## src/design/mod_consts.svh

```systemverilog
// Constants for the multiply to odd register decoder.
// Assumes inclusion by bare name from the decoder module.
`ifndef MOD_CONSTS_SVH
`define MOD_CONSTS_SVH
// Fixed high-halfword bits 15:9 of the group.
`define MOD_HI_TOP_VAL    7'h60
// Fixed high-halfword bits 6 and 3.
`define MOD_HI_B6_VAL     1'h0
`define MOD_HI_B3_VAL     1'h1
// Operation codes in high-halfword bits 2:0.
`define MOD_OP_ASSIGN     3'h0
`define MOD_OP_ACC        3'h1
`define MOD_OP_SUB        3'h2
// Fixed low-halfword bits 13:9.
`define MOD_LO_FIX_VAL    5'h0C
// Parallel-issue marker bit in the full word.
`define MOD_PAR_BIT       27
// Operand-half select codes.
`define MOD_HALF_LL       2'h0
`define MOD_HALF_LH       2'h1
`define MOD_HALF_HL       2'h2
`define MOD_HALF_HH       2'h3
`endif

```

## src/design/mod_pkg.sv

```systemverilog
// Types shared by the multiply to odd register decoder.
// Assumes the constants header is on the include path.
package mod_pkg;
  // Operation applied to accumulator one.
  typedef enum logic [2:0] {
    MOD_OP_NONE_E   = 3'h0,
    MOD_OP_ASSIGN_E = 3'h1,
    MOD_OP_ACC_E    = 3'h2,
    MOD_OP_SUB_E    = 3'h4
  } mod_op_t;
  // Decoded fields travel together.
  typedef struct packed {
    logic        valid;
    logic        parallel;
    mod_op_t     op;
    logic        unsigned_fraction_option;
    logic        signed_integer_option;
    logic        scale_two_round_option;
    logic        integer_scale_saturate_option;
    logic        mixed_sign;
    logic        src0_high;
    logic        src1_high;
    logic [2:0]  dst;
    logic [2:0]  src0;
    logic [2:0]  src1;
  } mod_dec_t;
endpackage : mod_pkg

```

## src/design/mod_decode.sv

```systemverilog
// Decoder for 32-bit multiply forms that work on accumulator one into odd registers.
// Assumes opcodes arrive synchronous to ref_clk_i with a one-cycle valid strobe.
`timescale 1ns/1ps
`include "mod_consts.svh"
// Contract
// RL1 - high 0xC008 assigns product, writes odd
// RL2 - high 0xC009 accumulates product
// RL3 - high 0xC00A subtracts product
// RL4 - high bit 7 is unsigned fraction
// RL5 - high bit 8 alone is signed integer
// RL6 - high bit 5 alone is scale round
// RL7 - bits 8 and 5 together: integer saturate
// RL8 - high bit 4 is mixed sign modifier
// RL9 - mixed sign combines with integer saturate
// RL10 - low halfword fields and fixed 01100
// RL11 - half codes 00 and 01 meanings
// RL12 - half codes 10 and 11 meanings
// RL13 - parallel issue adds 0x0800_0000
// RL14 - first source left, second right
// RL15 - destination field names result register
// RL16 - nonmatching opcodes flagged foreign
module mod_decode (
  input  wire logic              ref_clk_i,   // Core clock.
  input  wire logic              srst_i,      // Synchronous reset, active high.
  input  wire logic              op_valid_i,  // Opcode strobe.
  input  wire logic [31:0]       opcode_i,    // Full opcode, high halfword first.
  output mod_pkg::mod_dec_t      dec_o,       // Registered decode result.
  output logic                   foreign_o    // Strobed opcode outside this group.
);

  // ****************************************************************
  // Field extraction
  // ****************************************************************
  // The decoder is purely a pattern match on one opcode word at a time.
  // It keeps no history between opcodes, so back-to-back issue is free.
  // The accumulator-zero and half-register forms share many bits with
  // this group; they differ in the low nibble of the high halfword and in
  // the fixed low-halfword bits, which is why both are checked here.
  // A limitation users must know: bit 11 of the high halfword is taken as
  // the parallel-issue marker and is never itself a reason to refuse.
  wire logic [15:0] hi_w = opcode_i[31:16];  // High halfword.
  wire logic [15:0] lo_w = opcode_i[15:0];   // Low halfword.
  // RL13 parallel marker
  wire logic        par_w = opcode_i[`MOD_PAR_BIT];
  // Bit 11 of the high halfword is masked out so parallel forms match too.
  wire logic [6:0]  top_w = {hi_w[15:12], 1'b0, hi_w[10:9]};
  // RL1 RL2 RL3 operation match
  wire logic        is_assign_w = (hi_w[2:0] == `MOD_OP_ASSIGN);
  wire logic        is_acc_w    = (hi_w[2:0] == `MOD_OP_ACC);
  wire logic        is_sub_w    = (hi_w[2:0] == `MOD_OP_SUB);
  // RL16 fixed bit check
  wire logic        fix_ok_w = (top_w == `MOD_HI_TOP_VAL) && (hi_w[6] == `MOD_HI_B6_VAL)
                              && (hi_w[3] == `MOD_HI_B3_VAL)
                              // RL10 low fixed bits
                              && (lo_w[13:9] == `MOD_LO_FIX_VAL);
  wire logic        match_w = fix_ok_w && (is_assign_w || is_acc_w || is_sub_w);
  // RL5 RL6 RL7 options; bits 8 and 5 together mean saturate, not either alone.
  wire logic        b8_w = hi_w[8];
  wire logic        b5_w = hi_w[5];
  // RL11 RL12 half select
  wire logic [1:0]  half_w = lo_w[15:14];

  // Combine everything into the struct; invalid opcodes carry cleared fields.
  mod_pkg::mod_dec_t dec_nxt;
  always_comb begin
    dec_nxt = '0;
    if (op_valid_i && match_w) begin
      dec_nxt.valid    = 1'b1;
      dec_nxt.parallel = par_w;
      dec_nxt.op       = is_assign_w ? mod_pkg::MOD_OP_ASSIGN_E :
                         is_acc_w    ? mod_pkg::MOD_OP_ACC_E : mod_pkg::MOD_OP_SUB_E;
      // RL4 unsigned fraction
      dec_nxt.unsigned_fraction_option     = hi_w[7];
      dec_nxt.signed_integer_option        = b8_w && !b5_w;
      dec_nxt.scale_two_round_option       = b5_w && !b8_w;
      dec_nxt.integer_scale_saturate_option = b8_w && b5_w;
      // RL8 RL9 mixed sign
      dec_nxt.mixed_sign = hi_w[4];
      // RL11 RL12 half decode
      dec_nxt.src0_high = (half_w == `MOD_HALF_HL) || (half_w == `MOD_HALF_HH);
      dec_nxt.src1_high = (half_w == `MOD_HALF_LH) || (half_w == `MOD_HALF_HH);
      // RL15 destination
      dec_nxt.dst  = lo_w[8:6];
      // RL14 source order
      dec_nxt.src0 = lo_w[5:3];
      dec_nxt.src1 = lo_w[2:0];
    end
  end

  // ****************************************************************
  // Output registers
  // ****************************************************************
  // One cycle of latency keeps outputs straight from flip-flops.
  always_ff @(posedge ref_clk_i) begin
    if (srst_i) begin
      dec_o     <= '0;
      foreign_o <= 1'b0;
    end else begin
      dec_o     <= dec_nxt;
      // RL16 foreign flag
      foreign_o <= op_valid_i && !match_w;
    end
  end
endmodule : mod_decode

```

## config.mk

```make
export PLATFORM = sky130hd
export DESIGN_NAME = mod_decode
export DESIGN_NICKNAME = d
export VERILOG_FILES = /design/src/design/mod_pkg.sv /design/src/design/mod_decode.sv
export VERILOG_INCLUDE_DIRS = /design/src /design/src/design
export SDC_FILE = /design/constraint.sdc
export NUM_CORES = 1
export LEC_CHECK = 0
export ABC_AREA = 1
export BUFFER_PORTS_ARGS = -buffer_cell sky130_fd_sc_hd__buf_2
export CORE_UTILIZATION = 41
export DETAILED_ROUTE_END_ITERATION = 8
export PLACE_DENSITY = 0.9
export SYNTH_ARGS = -nofsm -noshare
export SYNTH_HDL_FRONTEND = slang
export SYNTH_SLANG_ARGS = --single-unit
```

## constraint.sdc

```tcl
create_clock -name ref_clk_i -period 2.5 [get_ports ref_clk_i]
set_input_delay 0.75 -clock ref_clk_i [delete_from_list [all_inputs] [get_ports ref_clk_i]]
set_output_delay 0.75 -clock ref_clk_i [all_outputs]
set_load 0.03 [all_outputs]
```

# ---- Yosys cells after proc, flatten, opt, wreduce, memory -nomap -nowiden
# Index checks and enable logic that the tools add are counted.
dict set report totals {
  reg_bits 22
  in_bits 35
}
dict set report classes {
  n_eq_ne 7
  mux 3
  bitwise_logic 2
  n_reduce_logical 19
}
# op count
set ops {}
lappend ops {{$mux 21} 1}
lappend ops {{$logic_and 1x1->1} 9}
lappend ops {{$eq 6x6->1 const B} 1}
lappend ops {{$mux 3} 2}
lappend ops {{$eq 5x4->1 const B} 1}
lappend ops {{$eq 2x2->1 const B} 2}
lappend ops {{$logic_or 1x1->1} 4}
lappend ops {{$eq 3x1->1 const B} 1}
lappend ops {{$eq 3x2->1 const B} 1}
lappend ops {{$logic_not 1->1} 3}
lappend ops {{$logic_not 3->1} 1}
lappend ops {{$reduce_or 3->1} 1}
lappend ops {{$eq 2x1->1 const B} 1}
lappend ops {{$not 1->1} 2}
lappend ops {{$reduce_or 2->1} 1}

# ---- Logic depth before layout (Yosys ltp)
dict set report logic_depth {
  ltp_word 8
  depth_mapped 7
  ltp_nobuf 6
}

# ---- Worst setup path after synthesis
# OpenSTA, ideal clock, no wires.
dict set report synth_path {
  path_kind {input to register}
  startpoint {input opcode_i[18]}
  endpoint {register dec_o[14] (netlist bit)}
  setup_time_ps 62
  arrival_time_ps 1423
  setup_slack_ps 1015
  stages 6
  cell_sequence {nor2_1 nand2_1 nor2_2 nand3_4 buf_6 nor2_2}
}
dict set report synth_via {
  elab_chain_cells 7
  elab_cells_between_ends 9
  cone_classes {2 x eq/ne; 1 x bitwise; 6 x reduce/logical}
}
# element line_no
set synth_rtl {}
lappend synth_rtl {{start: declaration} mod_decode.sv:26} ;# input wire logic [31:0] opcode_i,
lappend synth_rtl {{$eq 3x1->1 (no line) / $logic_not 3->1 (equally long branches)} --}
lappend synth_rtl {{$logic_or 1x1->1} mod_decode.sv:56} ;# wire logic match_w = fix_ok_w && (is_assign_w || is_acc_w || is_sub_w);
lappend synth_rtl {{$logic_or 1x1->1 *} mod_decode.sv:56}
lappend synth_rtl {{$logic_and 1x1->1 *} mod_decode.sv:56}
lappend synth_rtl {{$logic_and 1x1->1 *} mod_decode.sv:67} ;# if (op_valid_i && match_w) begin
lappend synth_rtl {{$not 1->1 (no line) *} --}
lappend synth_rtl {{$reduce_or 2->1 (no line) *} --}
lappend synth_rtl {{end signal: assignment} mod_decode.sv:99} ;# dec_o <= dec_nxt;
lappend synth_rtl {{end: declaration} mod_decode.sv:27} ;# output mod_pkg::mod_dec_t dec_o,
# Every way passes the cells marked *; elsewhere a longest branch is shown, timed or not.
# A chain may end at the register's enable or synchronous reset.

# ---- Final worst setup path
dict set report layout_path {
  startpoint {register dec_o[10] (netlist bit)}
  endpoint {output dec_o[10] (netlist bit)}
}
# No word-level cell between the ends.

==> metrics.csv <==
metric,value,unit
CTS Sinks,22,
setup TNS,0,ns
post-layout util,63.62,%
Final period util,62.79,%
H-tree depth,1,
Routed Antenna Nets,0,
post-synthesis cell area,762.0,sq um
kind of critical path,reg2out,
first-pass GRT wire length,2063,microns
Worst-Margin Slew,0.2889,ns
Vias,673,
CP endpoint kind,primary output,
final setup fails,0,
number of synthesized flops with an enable pin,0,
HP Class,in2reg,
outcome,"finished, final reports clean",
Static Leak,0.6588,nW
Hold Crit Start,opcode_i[24],
post-DR wirelength/cell,7.879,microns
WL final,1363,microns
"Req. time, crit path",1.75,ns
synth top area cells,"dfxtp_1 (58%), inv_1 (12%), nor2_1 (9.4%)",
nets,184,
IO Count,57,
Post-synth top cells,"inv_1 (24), dfxtp_1 (22), nor2_1 (19)",
synthesis-stage register bit count,22,
layout cell share with drive strength beyond 1,49.32,%
Final Max Tran Viols,0,
multiplexer share of the synthesized area,0,%
peak fanout along the critical path,1,
clock share of power,31.5,%
clock buffer depth,2,
Synth Warn #,0,
register area share after synthesis,57.80,%
FILL cells,158,
Die Wd,45.11,microns
met3 global-route usage,3.200,%
Synth Area in Compound Gates,1.642,%
Starting DRT DRC Count,4,
highest achievable clock rate,0.6371,GHz
Net Sw Frac,20.05,%
post-synth cell types,13,
most common cell in the netlist,inv_1,
global route hottest layer,met2,
RSZ-0062 raised after global routing,false,
die footprint,2035,sq um
grt total ovfl,0,
CORE AREA,1727,sq um
main combinational cell family by area after synthesis,simple AND/OR/NAND/NOR gates,
combinational power share,8.1,%
post-route cell area,1099,sq um
"Slowest-stage cell, CP",dfxtp_1,
starting density of the core,44.13,%
Die Span Y,45.11,microns
cell taking the most area after synthesis,dfxtp_1,
top cell type's share of synthesized area,57.80,%
Internal Power,0.0004653,W
net count after synthesis,124,
worst-path cell chain,buf_2,
CTS Buf Count,3,
initial antenna violation count,0,
met1 Use GR,14.68,%
Crit path arrival time,0.82,ns
Pwr Density,529.8,nW/um^2
row cnt,15,
Startpoint Class,register,
I/O Buffers,56,
Pre-antenna DRT Iters,2,
# resized after CTS,0,
cts hold-fix bufs,0,
adder-cell share of the synthesized area,0,%
post-route minimum period,1.570,ns
Root Driver,clkbuf_4,
Post-CTS Setup Bufs,0,
net switching power,0.0001167,W
cells after synthesis,89,
fraction of power consumed by sequential logic,60.4,%
critical path's largest stage delay,0.33,ns
Area Overhead vs Synth,44.17,%
largest net degree at the start of global routing,20,
Post-Synth XOR/XNOR Area,0,%
Max Cap Viol,0,
GRT Total Usage,14.37,%
grt met2 use,26.09,%
Final Hold Viols,0,
CTS tree,yes,
Hold Path End,dec_o[13]$_SDFF_PP0_,
number of global-route vias before repair,554,
hold path cells,2,
Clock Pin Slew Worst Setup and Hold Paths,0.11,ns
"delay-heaviest family, CP",flip-flops,
Peak VDD IR,0.2260,mV
simple-gate portion of the synthesized area,27.26,%
Slew headroom,80.74,%
hpwl dp,1146,microns
Synth async-reset ratio,0,%
post-placement cell area,1062,sq um
Mean Syn Cell Area,8.562,sq um
diodes inserted,0,
Main synth FF type,dfxtp_1,
WP buf/inv,1,
DRC violations left,0,
Placer Congestion,0.6506,
vias per cell,3.890,
layout by cell type (no fill, tap or decap), drive strengths merged:
cell type and instances:
a21oi 1, nor2 30, a21boi 1, or2 1
dfxtp 22, nand4 1, nand2 6, nand3 2
clkbuf 4, inv 24, buf 56
power groups by stage:
stage | Combinational, W | Sequential (W) | Clock [W]
2_1_floorplan | 0.0000168 | 0.000361 | 0
3_3_place_gp | 0.0000463 | 0.000359 | 0
3_5_place_dp | 0.0000477 | 0.000359 | 0
4_1_cts | 0.0000480 | 0.000351 | 0.000190
5_1_grt | 0.0000542 | 0.000352 | 0.000203
6_report | 0.0000471 | 0.000351 | 0.000184
layer usage:
metal	share of wire, %	wire length, microns
met4	0.88	12
met5	0	0
met2	49	673
met3	11	153
met1	38	524
state kept, by name (all words and copies together), names as in the netlist:
name	cells
dec_o	21
foreign_o	1
layout make-up:
class                      count  area, sq um  share of cell area (%)
sequential                    22        440.4                   40.09
multi-input combinational     42        220.2                   20.05
timing repair buffer          56        280.3                   25.51
clock buffer                   4        36.28                   3.303
tap                           25        31.28                   2.847
inverter                      24        90.09                   8.200
cell families after synthesis:
| family | count (synthesis) |
|---|---|
| DFF | 22 |
| AOI/OAI and AO/OA | 2 |
| and+or+nand+nor | 40 |
| buffers and inverters | 25 |
through the flow:
stage | total power (W) | hold slack, ns | instances | setup WS, ns
floorplan | 0.0003780 | 0.8224 | 89 | 1.015
CTS | 0.0005892 | 0.6005 | 173 | 0.9191
detailed placement | 0.0004072 | 0.9300 | 169 | 0.7656
global placement | 0.0004058 | 0.9236 | 169 | 0.8044
finish | 0.0005820 | 0.6079 | 173 | 0.9303
global route | 0.0006090 | 0.5886 | 173 | 0.8918
how the worst max path moves through the flow:
stage               depth (start not counted)            startpoint  slack (ns)              endpoint
global placement                            6          opcode_i[18]        0.80  dec_o[18]$_SDFF_PP0_
global route                                1  foreign_o$_SDFF_PP0_        0.89             foreign_o
finish                                      1  dec_o[10]$_SDFF_PP0_        0.93             dec_o[10]
detailed placement                          6          opcode_i[18]        0.77  dec_o[18]$_SDFF_PP0_
CTS                                         1  foreign_o$_SDFF_PP0_        0.92             foreign_o
floorplan                                   6          opcode_i[18]        1.02  dec_o[14]$_SDFF_PP0_
No activity file was read; power rests on OpenSTA's default activity.
